===== config.mk =====
export PLATFORM = sky130hd
export DESIGN_NAME = charger_control_register_bank
export DESIGN_NICKNAME = d
export VERILOG_FILES = /design/src/verilog/charger_pkg.sv /design/src/verilog/charger_regs.sv /design/src/verilog/charger_control_register_bank.sv
export VERILOG_INCLUDE_DIRS = /design/src /design/src/verilog
export SDC_FILE = /design/constraint.sdc
export NUM_CORES = 1
export LEC_CHECK = 0
export BUFFER_PORTS_ARGS = -buffer_cell sky130_fd_sc_hd__buf_4
export CAP_MARGIN = 10
export CORE_MARGIN = 3
export CORE_UTILIZATION = 59
export DETAILED_ROUTE_END_ITERATION = 16
export GPL_TIMING_DRIVEN = 0
export PLACE_DENSITY = 0.88
export SKIP_LAST_GASP = 1
export SLEW_MARGIN = 20
export SYNTH_ARGS = -nofsm -noshare
export SYNTH_HDL_FRONTEND = slang
export SYNTH_SLANG_ARGS = --single-unit

===== constraint.sdc =====
create_clock -name clock -period 2.3 [get_ports clock]
set_input_delay 0.46 -clock clock [delete_from_list [all_inputs] [get_ports clock]]
set_output_delay 0.46 -clock clock [all_outputs]
set_load 0.005 [all_outputs]

===== src/verilog/charger_defines.svh =====
// offsets, field positions, reset values and codes of the charger registers
// Behaviour
// top input bit enables input high impedance
// four-bit input voltage limit, default 0110
// three-bit input current limit code table
// first variant default from source-select and boost pins
// second variant default from source detection
// writing register reset restores all defaults
// register reset keeps host-controlled mode
// watchdog restart bit restarts serial watchdog
// host spaces watchdog restarts 20 us apart
// bit 5 enables boost output, resets 0
// boost enable overrides charge enable
// bit 4 enables charging, resets 1
// host never sets boost and charge together
// three-bit minimum system voltage, default 101
// bit 0 selects boost current limit
// configuration register resets to 00011011
// charge current register layout, resets 01100000
// all fields read back last written value; config bits 7:6 are not stored and read back 0
// slave answers at seven-bit address 6bh
// undefined register address gets nack, idle
// any host write enters host mode
// reset and watchdog bits self clear
`ifndef CHARGER_DEFINES_SVH
`define CHARGER_DEFINES_SVH
`define CHG_SLAVE_ADDR 7'h6b
`define CHG_NUM_REGS 8'h03
`define CHG_ADDR_SRC 8'h00
`define CHG_ADDR_CFG 8'h01
`define CHG_ADDR_CHG 8'h02
`define CHG_SRC_RESET_HI 5'h06
`define CHG_CFG_RESET 8'h1b
`define CHG_CHG_RESET 8'h60
`define CHG_CFG_STORE_MASK 8'h3f
`define CHG_CFG_REG_RESET 7
`define CHG_CFG_WD_RESTART 6
`define CHG_CFG_BOOST_EN 5
`define CHG_CFG_CHARGE_EN 4
`define CHG_EXTERNAL_CURRENT_LIMIT_PIN_100MA 3'h0
`define CHG_EXTERNAL_CURRENT_LIMIT_PIN_500MA 3'h2
`define CHG_EXTERNAL_CURRENT_LIMIT_PIN_1A 3'h4
`define CHG_EXTERNAL_CURRENT_LIMIT_PIN_2A 3'h6
`define CHG_EXTERNAL_CURRENT_LIMIT_PIN_3A 3'h7
`endif


===== src/verilog/charger_pkg.sv =====
// types shared by the charger register bank files
package charger_pkg;
	typedef enum logic [1:0] {
		SRC_SDP,
		SRC_DCP_CDP,
		SRC_DIV12,
		SRC_DIV3
	} source_type_e;
	typedef enum logic [2:0] {
		ST_IDLE,
		ST_DEV,
		ST_REG,
		ST_WDATA,
		ST_ACK,
		ST_RDATA,
		ST_MACK,
		ST_IGNORE
	} link_state_e;
	typedef struct packed {
		link_state_e state;
		link_state_e after_ack;
		logic scl_q;
		logic sda_q;
		logic [3:0] bit_cnt;
		logic [7:0] shift;
		logic [7:0] ptr;
		logic mack_ok;
		logic sda_oe;
		logic sda_o;
		logic host_mode;
		logic wr_en;
		logic [7:0] wr_addr;
		logic [7:0] wr_data;
	} link_s;
	typedef struct packed {
		logic [7:0] src;
		logic [7:0] cfg;
		logic [7:0] chg;
		logic [7:0] rd_data;
		logic wd_restart;
		logic charge_active;
	} regbank_s;
endpackage


===== src/verilog/charger_regs.sv =====
// register storage, defaults and write side effects of the charger
`include "charger_defines.svh"
module charger_regs #(
	parameter bit SECOND_VARIANT = 1'b0
) (
	input wire logic clock,
	input wire logic rst_b,
	input wire logic wr_en,
	input wire logic [7:0] wr_addr,
	input wire logic [7:0] wr_data,
	input wire logic [7:0] rd_addr,
	input wire logic source_select,
	input wire logic boost_request,
	input wire charger_pkg::source_type_e source_type,
	output logic [7:0] src,
	output logic [7:0] cfg,
	output logic [7:0] chg,
	output logic [7:0] rd_data,
	output logic wd_restart,
	output logic charge_active
);
	import charger_pkg::*;

	regbank_s bank_ff;
	regbank_s nxt_bank;
	logic [2:0] external_current_limit_pin_dflt;

	always_comb begin
		nxt_bank = bank_ff;
		nxt_bank.wd_restart = 1'b0;
		if (!SECOND_VARIANT) begin
			if (!source_select)
				external_current_limit_pin_dflt = `CHG_EXTERNAL_CURRENT_LIMIT_PIN_3A;
			else if (boost_request)
				external_current_limit_pin_dflt = `CHG_EXTERNAL_CURRENT_LIMIT_PIN_500MA;
			else
				external_current_limit_pin_dflt = `CHG_EXTERNAL_CURRENT_LIMIT_PIN_100MA;
		end else begin
			unique case (source_type)
			SRC_SDP: external_current_limit_pin_dflt = boost_request ? `CHG_EXTERNAL_CURRENT_LIMIT_PIN_500MA :
				`CHG_EXTERNAL_CURRENT_LIMIT_PIN_100MA;
			SRC_DCP_CDP: external_current_limit_pin_dflt = `CHG_EXTERNAL_CURRENT_LIMIT_PIN_3A;
			SRC_DIV12: external_current_limit_pin_dflt = `CHG_EXTERNAL_CURRENT_LIMIT_PIN_2A;
			SRC_DIV3: external_current_limit_pin_dflt = `CHG_EXTERNAL_CURRENT_LIMIT_PIN_1A;
			endcase
		end
		if (wr_en) begin
			case (wr_addr)
			`CHG_ADDR_SRC: nxt_bank.src = wr_data;
			`CHG_ADDR_CFG: begin
				if (wr_data[`CHG_CFG_REG_RESET]) begin
					// host mode lives in the link logic, so it survives
					nxt_bank.src = {`CHG_SRC_RESET_HI, external_current_limit_pin_dflt};
					nxt_bank.cfg = `CHG_CFG_RESET;
					nxt_bank.chg = `CHG_CHG_RESET;
				end else begin
					// action bits are never stored, so they read 0
					nxt_bank.cfg = wr_data & `CHG_CFG_STORE_MASK;
					nxt_bank.wd_restart = wr_data[`CHG_CFG_WD_RESTART];
				end
			end
			`CHG_ADDR_CHG: nxt_bank.chg = wr_data;
			default: begin
			end
			endcase
		end
		if (!rst_b) begin
			nxt_bank.src = {`CHG_SRC_RESET_HI, external_current_limit_pin_dflt};
			nxt_bank.cfg = `CHG_CFG_RESET;
			nxt_bank.chg = `CHG_CHG_RESET;
			nxt_bank.wd_restart = 1'b0;
		end
		case (rd_addr)
		`CHG_ADDR_SRC: nxt_bank.rd_data = nxt_bank.src;
		`CHG_ADDR_CFG: nxt_bank.rd_data = nxt_bank.cfg;
		`CHG_ADDR_CHG: nxt_bank.rd_data = nxt_bank.chg;
		default: nxt_bank.rd_data = 8'h00;
		endcase
		nxt_bank.charge_active = nxt_bank.cfg[`CHG_CFG_CHARGE_EN] &
			~nxt_bank.cfg[`CHG_CFG_BOOST_EN];
	end

	always_ff @(posedge clock) begin
		bank_ff <= nxt_bank;
	end

	assign src = bank_ff.src;
	assign cfg = bank_ff.cfg;
	assign chg = bank_ff.chg;
	assign rd_data = bank_ff.rd_data;
	assign wd_restart = bank_ff.wd_restart;
	assign charge_active = bank_ff.charge_active;

	AST_REG_RESET_DEFAULTS: assert property (@(posedge clock) disable iff (!rst_b)
		wr_en && wr_addr == `CHG_ADDR_CFG && wr_data[`CHG_CFG_REG_RESET]
		|=> cfg == `CHG_CFG_RESET && chg == `CHG_CHG_RESET
		&& src[7:3] == `CHG_SRC_RESET_HI)
		else $error("register reset did not restore defaults");
	AST_WD_PULSE: assert property (@(posedge clock) disable iff (!rst_b)
		wr_en && wr_addr == `CHG_ADDR_CFG && wr_data[7:6] == 2'b01
		|=> wd_restart ##1 !wd_restart)
		else $error("watchdog restart not a single pulse");
	AST_ACTION_BITS_ZERO: assert property (@(posedge clock) disable iff (!rst_b)
		$rose(wd_restart) |-> cfg[7:6] == 2'b00 ##1 cfg[7:6] == 2'b00)
		else $error("action bits read back non-zero");
	AST_BOOST_WINS: assert property (@(posedge clock) disable iff (!rst_b)
		cfg[`CHG_CFG_BOOST_EN] |-> !charge_active)
		else $error("charging active while boost requested");
	// the pointer has already stepped past the written register here
	AST_WRITE_READBACK: assert property (@(posedge clock) disable iff (!rst_b)
		wr_en && wr_addr == `CHG_ADDR_CHG
		|=> chg == $past(wr_data))
		else $error("charge register readback mismatch");
endmodule


===== src/verilog/charger_control_register_bank.sv =====
// two-wire slave port and top level of the charger control register bank
`include "charger_defines.svh"
module charger_control_register_bank #(
	parameter logic [6:0] SLAVE_ADDR = `CHG_SLAVE_ADDR,
	parameter bit SECOND_VARIANT = 1'b0
) (
	input wire logic clock,
	input wire logic rst_b,
	input wire logic scl_i,
	input wire logic sda_i,
	output logic sda_o,
	output logic sda_oe,
	input wire logic source_select,
	input wire logic boost_request,
	input wire charger_pkg::source_type_e source_type,
	output logic input_hiz_enable,
	output logic [3:0] input_voltage_limit,
	output logic [2:0] input_current_limit,
	output logic boost_output_enable,
	output logic battery_charge_enable,
	output logic charge_active,
	output logic [2:0] min_system_voltage,
	output logic boost_current_limit,
	output logic [5:0] fast_charge_current,
	output logic boost_cold_select,
	output logic forced_reduced_current,
	output logic host_mode,
	output logic watchdog_restart
);
	import charger_pkg::*;

	// ******************************************************************
	// reset value and state
	// ******************************************************************

	// both lines idle high, so no false start is seen after reset
	localparam link_s LINK_RESET = '{
		state: ST_IDLE,
		after_ack: ST_IDLE,
		scl_q: 1'b1,
		sda_q: 1'b1,
		bit_cnt: 4'h0,
		shift: 8'h00,
		ptr: 8'h00,
		mack_ok: 1'b0,
		sda_oe: 1'b0,
		sda_o: 1'b0,
		host_mode: 1'b0,
		wr_en: 1'b0,
		wr_addr: 8'h00,
		wr_data: 8'h00
	};

	link_s link_ff;
	link_s nxt_link;
	logic scl_rise;
	logic scl_fall;
	logic bus_start;
	logic bus_stop;
	logic [7:0] src;
	logic [7:0] cfg;
	logic [7:0] chg;
	logic [7:0] rd_data;

	// ******************************************************************
	// register storage
	// ******************************************************************

	charger_regs #(
		.SECOND_VARIANT(SECOND_VARIANT)
	) u_regs (
		.clock(clock),
		.rst_b(rst_b),
		.wr_en(link_ff.wr_en),
		.wr_addr(link_ff.wr_addr),
		.wr_data(link_ff.wr_data),
		.rd_addr(link_ff.ptr),
		.source_select(source_select),
		.boost_request(boost_request),
		.source_type(source_type),
		.src(src),
		.cfg(cfg),
		.chg(chg),
		.rd_data(rd_data),
		.wd_restart(watchdog_restart),
		.charge_active(charge_active)
	);

	// ******************************************************************
	// bus conditions
	// ******************************************************************

	// pins are synchronous, so one sample of history is enough
	assign scl_rise = scl_i & ~link_ff.scl_q;
	assign scl_fall = ~scl_i & link_ff.scl_q;
	assign bus_start = scl_i & link_ff.scl_q & link_ff.sda_q & ~sda_i;
	assign bus_stop = scl_i & link_ff.scl_q & ~link_ff.sda_q & sda_i;

	// ******************************************************************
	// byte engine
	// ******************************************************************

	always_comb begin
		nxt_link = link_ff;
		nxt_link.scl_q = scl_i;
		nxt_link.sda_q = sda_i;
		nxt_link.wr_en = 1'b0;
		nxt_link.sda_o = 1'b0;
		if (bus_start) begin
			// a repeated start is handled the same as a first one
			nxt_link.state = ST_DEV;
			nxt_link.bit_cnt = 4'h0;
			nxt_link.sda_oe = 1'b0;
		end else if (bus_stop) begin
			nxt_link.state = ST_IDLE;
			nxt_link.sda_oe = 1'b0;
		end else begin
			unique case (link_ff.state)
			ST_IDLE, ST_IGNORE: begin
				nxt_link.sda_oe = 1'b0;
			end
			ST_DEV, ST_REG, ST_WDATA: begin
				if (scl_rise && link_ff.bit_cnt != 4'h8) begin
					nxt_link.shift = {link_ff.shift[6:0], sda_i};
					nxt_link.bit_cnt = link_ff.bit_cnt + 4'h1;
				end else if (scl_fall && link_ff.bit_cnt == 4'h8) begin
					// nack by leaving the line released, then wait
					nxt_link.state = ST_IGNORE;
					if (link_ff.state == ST_DEV) begin
						if (link_ff.shift[7:1] == SLAVE_ADDR) begin
							nxt_link.state = ST_ACK;
							nxt_link.sda_oe = 1'b1;
							nxt_link.after_ack = link_ff.shift[0] ?
								ST_RDATA : ST_REG;
						end
					end else if (link_ff.state == ST_REG) begin
						if (link_ff.shift < `CHG_NUM_REGS) begin
							nxt_link.state = ST_ACK;
							nxt_link.sda_oe = 1'b1;
							nxt_link.ptr = link_ff.shift;
							nxt_link.after_ack = ST_WDATA;
						end
					end else begin
						if (link_ff.ptr < `CHG_NUM_REGS) begin
							nxt_link.state = ST_ACK;
							nxt_link.sda_oe = 1'b1;
							nxt_link.after_ack = ST_WDATA;
							nxt_link.wr_en = 1'b1;
							nxt_link.wr_addr = link_ff.ptr;
							nxt_link.wr_data = link_ff.shift;
							nxt_link.host_mode = 1'b1;
							nxt_link.ptr = link_ff.ptr + 8'h01;
						end
					end
				end
			end
			ST_ACK: begin
				if (scl_fall) begin
					nxt_link.state = link_ff.after_ack;
					nxt_link.bit_cnt = 4'h0;
					nxt_link.shift = 8'h00;
					nxt_link.sda_oe = 1'b0;
					if (link_ff.after_ack == ST_RDATA) begin
						nxt_link.shift = rd_data;
						nxt_link.sda_oe = ~rd_data[7];
					end
				end
			end
			ST_RDATA: begin
				if (scl_fall) begin
					if (link_ff.bit_cnt == 4'h7) begin
						// step the pointer now so read data settles
						nxt_link.state = ST_MACK;
						nxt_link.sda_oe = 1'b0;
						nxt_link.mack_ok = 1'b0;
						if (link_ff.ptr != 8'hff)
							nxt_link.ptr = link_ff.ptr + 8'h01;
					end else begin
						nxt_link.bit_cnt = link_ff.bit_cnt + 4'h1;
						nxt_link.shift = {link_ff.shift[6:0], 1'b0};
						nxt_link.sda_oe = ~link_ff.shift[6];
					end
				end
			end
			ST_MACK: begin
				if (scl_rise) begin
					nxt_link.mack_ok = ~sda_i;
				end else if (scl_fall) begin
					if (link_ff.mack_ok) begin
						nxt_link.state = ST_RDATA;
						nxt_link.bit_cnt = 4'h0;
						nxt_link.shift = rd_data;
						nxt_link.sda_oe = ~rd_data[7];
					end else begin
						nxt_link.state = ST_IGNORE;
					end
				end
			end
			endcase
		end
	end

	always_ff @(posedge clock) begin
		if (!rst_b)
			link_ff <= LINK_RESET;
		else
			link_ff <= nxt_link;
	end

	// ******************************************************************
	// outputs
	// ******************************************************************

	assign sda_o = link_ff.sda_o;
	assign sda_oe = link_ff.sda_oe;
	assign host_mode = link_ff.host_mode;
	assign input_hiz_enable = src[7];
	assign input_voltage_limit = src[6:3];
	assign input_current_limit = src[2:0];
	assign boost_output_enable = cfg[`CHG_CFG_BOOST_EN];
	assign battery_charge_enable = cfg[`CHG_CFG_CHARGE_EN];
	assign min_system_voltage = cfg[3:1];
	assign boost_current_limit = cfg[0];
	assign fast_charge_current = chg[7:2];
	assign boost_cold_select = chg[1];
	assign forced_reduced_current = chg[0];

	// ******************************************************************
	// checks
	// ******************************************************************

	AST_HOST_MODE_STICKY: assert property (@(posedge clock) disable iff (!rst_b)
		host_mode |=> host_mode)
		else $error("host mode dropped");
	AST_WRITE_SETS_HOST: assert property (@(posedge clock) disable iff (!rst_b)
		link_ff.wr_en |-> host_mode)
		else $error("write without host mode");
	AST_BAD_ADDR_NACK: assert property (@(posedge clock) disable iff (!rst_b)
		link_ff.state == ST_REG && scl_fall && link_ff.bit_cnt == 4'h8
		&& link_ff.shift >= `CHG_NUM_REGS && !bus_start && !bus_stop
		|=> link_ff.state == ST_IGNORE && !sda_oe)
		else $error("undefined register address acknowledged");
	AST_OTHER_SLAVE: assert property (@(posedge clock) disable iff (!rst_b)
		link_ff.state == ST_DEV && scl_fall && link_ff.bit_cnt == 4'h8
		&& link_ff.shift[7:1] != SLAVE_ADDR && !bus_start && !bus_stop
		|=> !sda_oe && link_ff.state == ST_IGNORE)
		else $error("foreign address acknowledged");
	AST_CFG_RESET_VALUE: assert property (@(posedge clock)
		!rst_b |=> cfg == `CHG_CFG_RESET && !host_mode)
		else $error("configuration reset value wrong");
	AST_OPEN_DRAIN: assert property (@(posedge clock) disable iff (!rst_b)
		sda_oe |-> !sda_o)
		else $error("data line driven high");
endmodule


### Word-level counts from Yosys, hierarchy flattened

Cells that the tools add are included.

* add/sub/neg operators: 2
* multiply operators: 0
* divide/modulo/power cells: 0
* magnitude comparators: 2
* equality and inequality tests: 44
* shift-type cells: 0
* muxes and demuxes: 63
* bitwise logic cells: 25
* reduce and logical (&&, ||, !) cells: 25

Operators with widths (count)
* 8-bit 2-to-1 mux: 11
* 12-bit 2-to-1 mux: 6
* 24-bit 2-to-1 mux: 2
* 12-bit one-hot mux with 4 select lines: 1
* 8-bit one-hot mux with 2 select lines: 3
* 4-bit != test, second input constant: 10
* 8-bit AND reduction: 4
* 6-bit 2-to-1 mux: 5
* 2-bit != test, second input constant: 13
* 8-bit one-hot mux with 3 select lines: 1
* 22-bit 2-to-1 mux: 1
* 3-bit 2-to-1 mux: 7
* 10-bit AND reduction: 2
* 18-bit 2-to-1 mux: 1
* 1-bit inverter: 17
* 8-bit by 1-bit == test with 1-bit output, second input constant: 2
* 8-bit by 2-bit == test with 1-bit output, second input constant: 2
* 8-bit logical NOT: 2
* 8-bit by 2-bit < comparator with 1-bit output, second input constant: 2
* 1-bit 2-to-1 mux: 16
* 3-bit == test, second input constant: 5
* 5-bit 2-to-1 mux: 3
* 3-bit one-hot mux with 4 select lines: 1
* 11-bit AND reduction: 1
* other kinds (28): 43

* register bits after elaboration: 83
* bits in latches: 0
* memory bits (writable): 0
* bits in read-only memories: 0
* bits of input ports: 8
* output and inout port bits: 27
* memories kept: 0

### Longest topological paths before layout

Gate-level depths: netlist of run 1.

* depth after elaboration: 9
* gate-level depth with buffers: 9
* depth with buffers taken out: 7

### By module

A second synthesis of run 1 with hierarchy kept.

* cell total of the unflattened synthesis: 483
* area, all modules: 4116.4 sq um

Modules (own cells, without submodules)
* charger_control_register_bank: times used 1, cells an instance 316, area an instance 2570.0 sq um
* charger_regs: times used 1, cells an instance 167, area an instance 1546.5 sq um

### Worst setup path before layout of run 1

OpenSTA, ideal clock, no wires.

* path kind: register to register
* start point: reg link_ff[13] (netlist name)
* end point: reg u_regs.bank_ff (netlist bit u_regs.rd_data[6])
* data arrival time: 2.020 ns
* required time: 2.180 ns
* setup slack: 0.160 ns
* cell stages (with the launch flop): 8
* path buffers: 2
* cells stage by stage: dfxtp_1 > or4b_1 > buf_2 > nor4_1 > buf_4 > mux2i_1 > a31oi_1 > a211o_1

RTL lines
* from (decl): RTL line charger_control_register_bank.sv:54 `link_s link_ff;`
* from (signal assigned): RTL line charger_control_register_bank.sv:207 `link_ff <= nxt_link;`
* to (signal assigned): RTL line charger_regs.sv:84 `bank_ff <= nxt_bank;`
* to (decl): RTL line charger_regs.sv:24 `regbank_s bank_ff;`

==> impl_metrics.csv, run 1 <==
group,metric,value,unit
global_routing,grt_use_total,30.9,%
synthesis,yosys_warnings,0,
cells_and_area,area_growth,17.4,%
worst_setup_path,critPathMaxStageDelay,530,ps
cells_and_area,drive_above_1_share,18.2,%
detailed_routing,antenna_left,0,
worst_setup_path,required,2550,ps
cells_and_area,fill_cells,469,
detailed_routing,vias_per_cell,6.76,
synthesis,netlist_top_cells_count,"dfxtp_1 (82), nand2_1 (52), nor2_1 (33)",
sta,hold_viol_final,0,
cells_and_area,n_antenna_cell,0,
placement,hpwl,7.96,mm
cells_and_area,final_area,4720,um2
placement,finalWeightedCongestion,0.947,
detailed_routing,finalWirelength,11.8,mm
clock_tree,insertion_delay,360,ps
clock_tree,cts_tree,"done",
power,swShare,25.3,%
die,ios,35,
synthesis,synth_top_area_share,40.8,%
worst_setup_path,start_kind,"flop",
clock_tree,cts.sinks,82,
min_path,hold_class,"in -> reg",
sta,max_freq,0.432,GHz
global_routing,grt_pass1_vias,3757,
worst_setup_path,end_kind,"flop",
cells_and_area,nets,542,
synthesis,syn_nets,495,
power,clockPowerShare,39.1,%
clock_tree,h-tree-depth,3,
worst_setup_path,path_class,"reg -> reg",
sta,finalCriticalPeriod,2310,ps
clock_tree,cts-root-buf,"clkbuf_8",
clock_tree,clk_pin_slew,90,ps
synthesis,synth_edf_count,0,
worst_setup_path,arrival,2570,ps
die,start_util,62.0,%
synthesis,synthesis.area,4020,um2
worst_setup_path,cp_cell_sequence,"or4b_4 > buf_6 > nor4_4 > buf_4 > mux2i_2 > a31oi_1 > a221o_1",
power,ir_drop,0.375,mV
sta,fin_ws,-13.7,ps
clock_tree,numCtsBuffers,9,
synthesis,synth_cell_type_count,67,
synthesis,synth.most_common_cell,"dfxtp_1",
synthesis,syn_inst,481,
power,p_leak,1.82,nW
clock_tree,clock_path_buffers,2,
synthesis,synth_top_area_cell,"dfxtp_1",
placement,post_dp_cell_area,4340,um2
run_status,violations,"setup timing",
detailed_routing,dr.pass1.iters,5,
worst_setup_path,critPathMaxFanout,6,
global_routing,antenna_found_initial,0,
sta,report.final.slew_viol_count,0,
worst_setup_path,cpLargestDelayFamily,"simple AND/OR/NAND/NOR gates",
global_routing,grt_pass1_wl,18.7,mm
die,core,6490,um2
sta,period_share,101,%
worst_setup_path,critPathBufInv,2,
detailed_routing,detail_route.iter0.violations,468,
power,p_int,2.07,mW
power,powerDensity,588,nW/um2
power,power_frac_seq,53.4,%
global_routing,grt_max_degree,15,
synthesis,ys_ff_latch,82,
die,rows,29,
synthesis,ys.flop_type,"dfxtp_1",
power,power.switching,0.703,mW
die,die_h,88.6,um
flow_run,drv_cap,0,
die,dieArea,7850,um2
synthesis,avgSynthCellArea,8.37,um2
sta,slew_headroom,55.9,%
power,p_comb_share,7.6,%
power,finalPower,2.78,mW
sta,worst_slew_pin_slew,661,ps
sta,fin_setup_tns,-13.7,ps
run_status,outcome,"complete, but fails checks",
sta,setup_viol,1,
sta,skew,9.41,ps
global_routing,overflow,0,
synthesis,yosysSeqAreaShare,40.8,%
synthesis,async_flop_share,0,%
detailed_routing,drcViolationCount,0,
die,die_x,88.6,um
placement,io_buffers,29,
detailed_routing,routedWlPerCell,19.4,um
detailed_routing,vias,4121,
sta,rsz0062_at_grt,"true",
worst_setup_path,crit_slowest_cell,"or4b_4",
synthesis,synth_area_leaders,"dfxtp_1 (41%), nand2_1 (4.9%), a21oi_1 (3.9%)",
## repair_timing
item                                    CTS  global route
gates resized for setup                   9            26
hold buffers                              0             0
gates cloned                              0             0
endpoints found under the setup margin   31            44
buffers inserted                          6             2
endpoints found under the hold margin     0             0
pin swaps                                 1             4
## sequential cells by signal, summed over array words and instances, names as in the netlist
signal	flops
u_regs.cfg	8
u_regs.charge_active	1
u_regs.src	8
link_ff	46
host_mode	1
u_regs.wd_restart	1
u_regs.chg	8
sda_oe	1
u_regs.rd_data	8
## layer usage
metal	global-route usage (%)	part of all wire [%]	up-vias
li1	-	-	1868
met1	38.9	39	1895
met2	49.6	46	284
met3	5.59	9.0	74
met4	18.1	5.6	0
met5	0	0	-
## cell families after synthesis
| family | synth area share (%) |
|---|---|
| DFF | 40.8 |
| xor gates and xnor gates | 0.218 |
| and+or+nand+nor | 28.0 |
| other | 0.0932 |
| adders and majority gates | 1.87 |
| AOI/OAI and AO/OA | 22.0 |
| muxes | 1.74 |
| buffers and inverters | 5.25 |
## final cells by class
type | instances | area [um2] | share of cell area [%]
multi-input cells | 350 | 2280 | 48.3
repair buffers | 37 | 278 | 5.88
plain buffers | 36 | 176 | 3.74
clock buffers | 11 | 141 | 2.99
well taps | 77 | 96.3 | 2.04
inverters | 12 | 45.0 | 0.954
clock inverters | 5 | 61.3 | 1.30
flip-flops and latches | 82 | 1640 | 34.8
## power groups by stage
| stage | Clock, mW | Combinational, mW | Sequential (mW) |
|---|---|---|---|
| global placement | 0 | 0.191 | 1.51 |
| CTS | 1.09 | 0.199 | 1.48 |
| global route | 1.17 | 0.226 | 1.49 |
| finish | 1.08 | 0.210 | 1.48 |
| detailed placement | 0 | 0.196 | 1.51 |
| floorplan | 0 | 0.138 | 1.50 |
## through the flow
| stage | util, % | instances | hold slack [ps] | worst slack, ps |
|---|---|---|---|---|
| floorplan | - | 481 | 453 | 160 |
| global placement | 66.8 | 587 | 463 | -163 |
| detailed placement | 66.8 | 587 | 471 | -244 |
| CTS | 71.3 | 609 | 330 | 1.43 |
| global route | 72.7 | 610 | 345 | -70.4 |
| finish | 72.7 | 610 | 337 | -13.7 |
## worst paths after layout
check | start | end | slack [ps] | cells past startpoint
max | link_ff[13] | u_regs.rd_data[5] | -10 | 7
max reg2reg | link_ff[13] | u_regs.rd_data[5] | -10 | 7
min | sda_i | link_ff[41] | 340 | 2
min reg2reg | host_mode | host_mode | 490 | 2
## layout by cell type, fill, tap and decap left out, types with 12 or more instances in the layout
cell type,count
nand3_1,14
and3_1,17
nor2b_1,12
nor2_1,33
clkbuf_1,17
a21oi_1,30
nand2_1,52
dfxtp_1,81
o21ai_0,20
buf_4,43
inv_1,12
nor3_1,14
(Power assumes the default switching activity.)
==> run 2: changes to the inputs <==
RECOVER_POWER = 50   (was default)
==> run 2 against run 1 <==
The run still ends with setup timing left. Cell area shrank 0.11%. Sequential power barely moved. Routed wire length rose by 0.34%. Final cell count did not move. Power up 0.15%. Via count is 0.34% lower. Setup slack got worse by 15 ps. Register-to-register slack worse by 20 ps. Largest cell class unchanged. Highest routed layer unchanged.
==> impl_metrics.csv, run 2 (synthesis gave the netlist of run 1 again) <==
group,metric,value,unit
run_status,outcome,"complete, but fails checks",
run_status,violations,"setup timing",
global_routing,overflow,0,
detailed_routing,dr.pass1.iters,6,
clock_tree,insertion_delay,360,ps
cells_and_area,top_register,"link_ff",
sta,fin_ws,-29.2,ps
cells_and_area,final_area,4720,um2
cells_and_area,final_common_cell,"dfxtp_1",
cells_and_area,nets,542,
power,p_leak,1.81,nW
global_routing,grt_pass1_wl,18.7,mm
placement,dp_cells,587,
placement,io_buffers,29,
global_routing,grt_max_degree,15,
sta,max_freq,0.429,GHz
placement,dpl_worst_slack,-244,ps
cells_and_area,n_antenna_cell,0,
detailed_routing,drcViolationCount,0,
worst_setup_path,arrival,2580,ps
clock_tree,numCtsBuffers,9,
power,ir_drop,0.377,mV
sta,skew,9.82,ps
clock_tree,cts.sinks,82,
sta,setup_viol,3,
sta,finalCriticalPeriod,2330,ps
global_routing,antenna_found_initial,0,
sta,period_share,101,%
cells_and_area,drive_above_1_share,17.8,%
clock_tree,clk_pin_slew,90,ps
cells_and_area,area_growth,17.2,%
die,rows,29,
min_path,hold_class,"in -> reg",
cells_and_area,fill_cells,469,
die,start_util,62.0,%
flow_run,drv_cap,0,
sta,report.final.slew_viol_count,0,
cells_and_area,final_util,72.6,%
placement,post_dp_cell_area,4340,um2
detailed_routing,antenna_left,0,
die,die_x,88.6,um
sta,rsz0062_at_grt,"true",
sta,slew_headroom,56.7,%
clock_tree,h-tree-depth,3,
placement,hpwl,7.96,mm
cells_and_area,multi_input_area,2280,um2
worst_setup_path,start_kind,"flop",
cells_and_area,largest_reg_flops,46,
global_routing,grt_pass1_vias,3757,
die,dieArea,7850,um2
detailed_routing,detail_route.iter0.violations,451,
worst_setup_path,critPathMaxFanout,6,
cells_and_area,mostFrequentLayoutCells,"dfxtp_1 (82), nand2_1 (52), nor2_1 (33)",
placement,finalWeightedCongestion,0.947,
worst_setup_path,path_class,"reg -> reg",
sta,hold_viol_final,0,
detailed_routing,vias_per_cell,6.73,
die,die_h,88.6,um
clock_tree,cts_tree,"done",
worst_setup_path,end_kind,"flop",
cells_and_area,ff_latch_area,1640,um2
worst_setup_path,rr_worst_depth,7,
detailed_routing,finalWirelength,11.8,mm
clock_tree,clock_path_buffers,2,
detailed_routing,routedWlPerCell,19.4,um
global_routing,grt_use_total,30.9,%
worst_setup_path,required,2550,ps
die,core,6490,um2
clock_tree,cts-root-buf,"clkbuf_8",
min_path,min_path_cells,2,
cells_and_area,final_cell_count_no_fill,610,
die,ios,35,
detailed_routing,vias,4107,
sta,worst_slew_pin_slew,649,ps
power,powerDensity,589,nW/um2
clock_tree,cts_hold_buf,0,
run 2: cell types whose count changed in the layout (fill, tap and decap cells not counted), sizes merged:
cell    change
buf        -27
clkbuf     +27
run 2: stage by stage:
step	power [mW]	TNS, ps	hold WS [ps]
after detailed placement	1.71	-3910	471
after CTS	2.77	0	330
after floorplan	1.64	0	453
final	2.78	-52.0	339
after global routing	2.88	-664	345
after global placement	1.70	-1710	463
run 2: repair_timing:
action / CTS / global route
pin swaps: 1 / 4
setup endpoints to repair: 31 / 44
setup buffers: 6 / 2
resized for setup: 9 / 26
run 2: layer usage:
metal / global-route usage, % / part of all wire (%) / wire (um) / vias up
met5: 0 / 0 / 0 / -
met4: 18.1 / 4.8 / 565 / 0
met3: 5.59 / 8.5 / 1000 / 60
met2: 49.6 / 47 / 5570 / 273
met1: 38.9 / 40 / 4720 / 1903
li1: - / - / - / 1871
run 2: final timing paths:
check | to | start | slack, ps
max | u_regs.rd_data[5] | link_ff[13] | -30
min | link_ff[41] | sda_i | 340
max reg2reg | u_regs.rd_data[5] | link_ff[13] | -30
min reg2reg | host_mode | host_mode | 490
run 2: final cells by class:
cell class	count	share of cell area (%)
buffer	36	3.74
clock buffer	11	3.00
clock inverter	5	1.30
inverter	12	0.955
multi-input combinational	350	48.4
sequential	82	34.8
tap	77	2.04
timing repair buffer	37	5.81
run 2: critical path: stages (launching register included):
cell	delay (ps)
dfxtp_1	330
or4b_4	540
buf_6	160
nor4_4	260
buf_4	210
mux2i_2	290
a31oi_1	150
a221o_1	300
run 2: power by group:
| group | switching, mW | internal (mW) | total, mW |
|---|---|---|---|
| registers | 0.0309 | 1.45 | 1.48 |
| logic | 0.128 | 0.0817 | 0.210 |
| clock network | 0.548 | 0.540 | 1.09 |
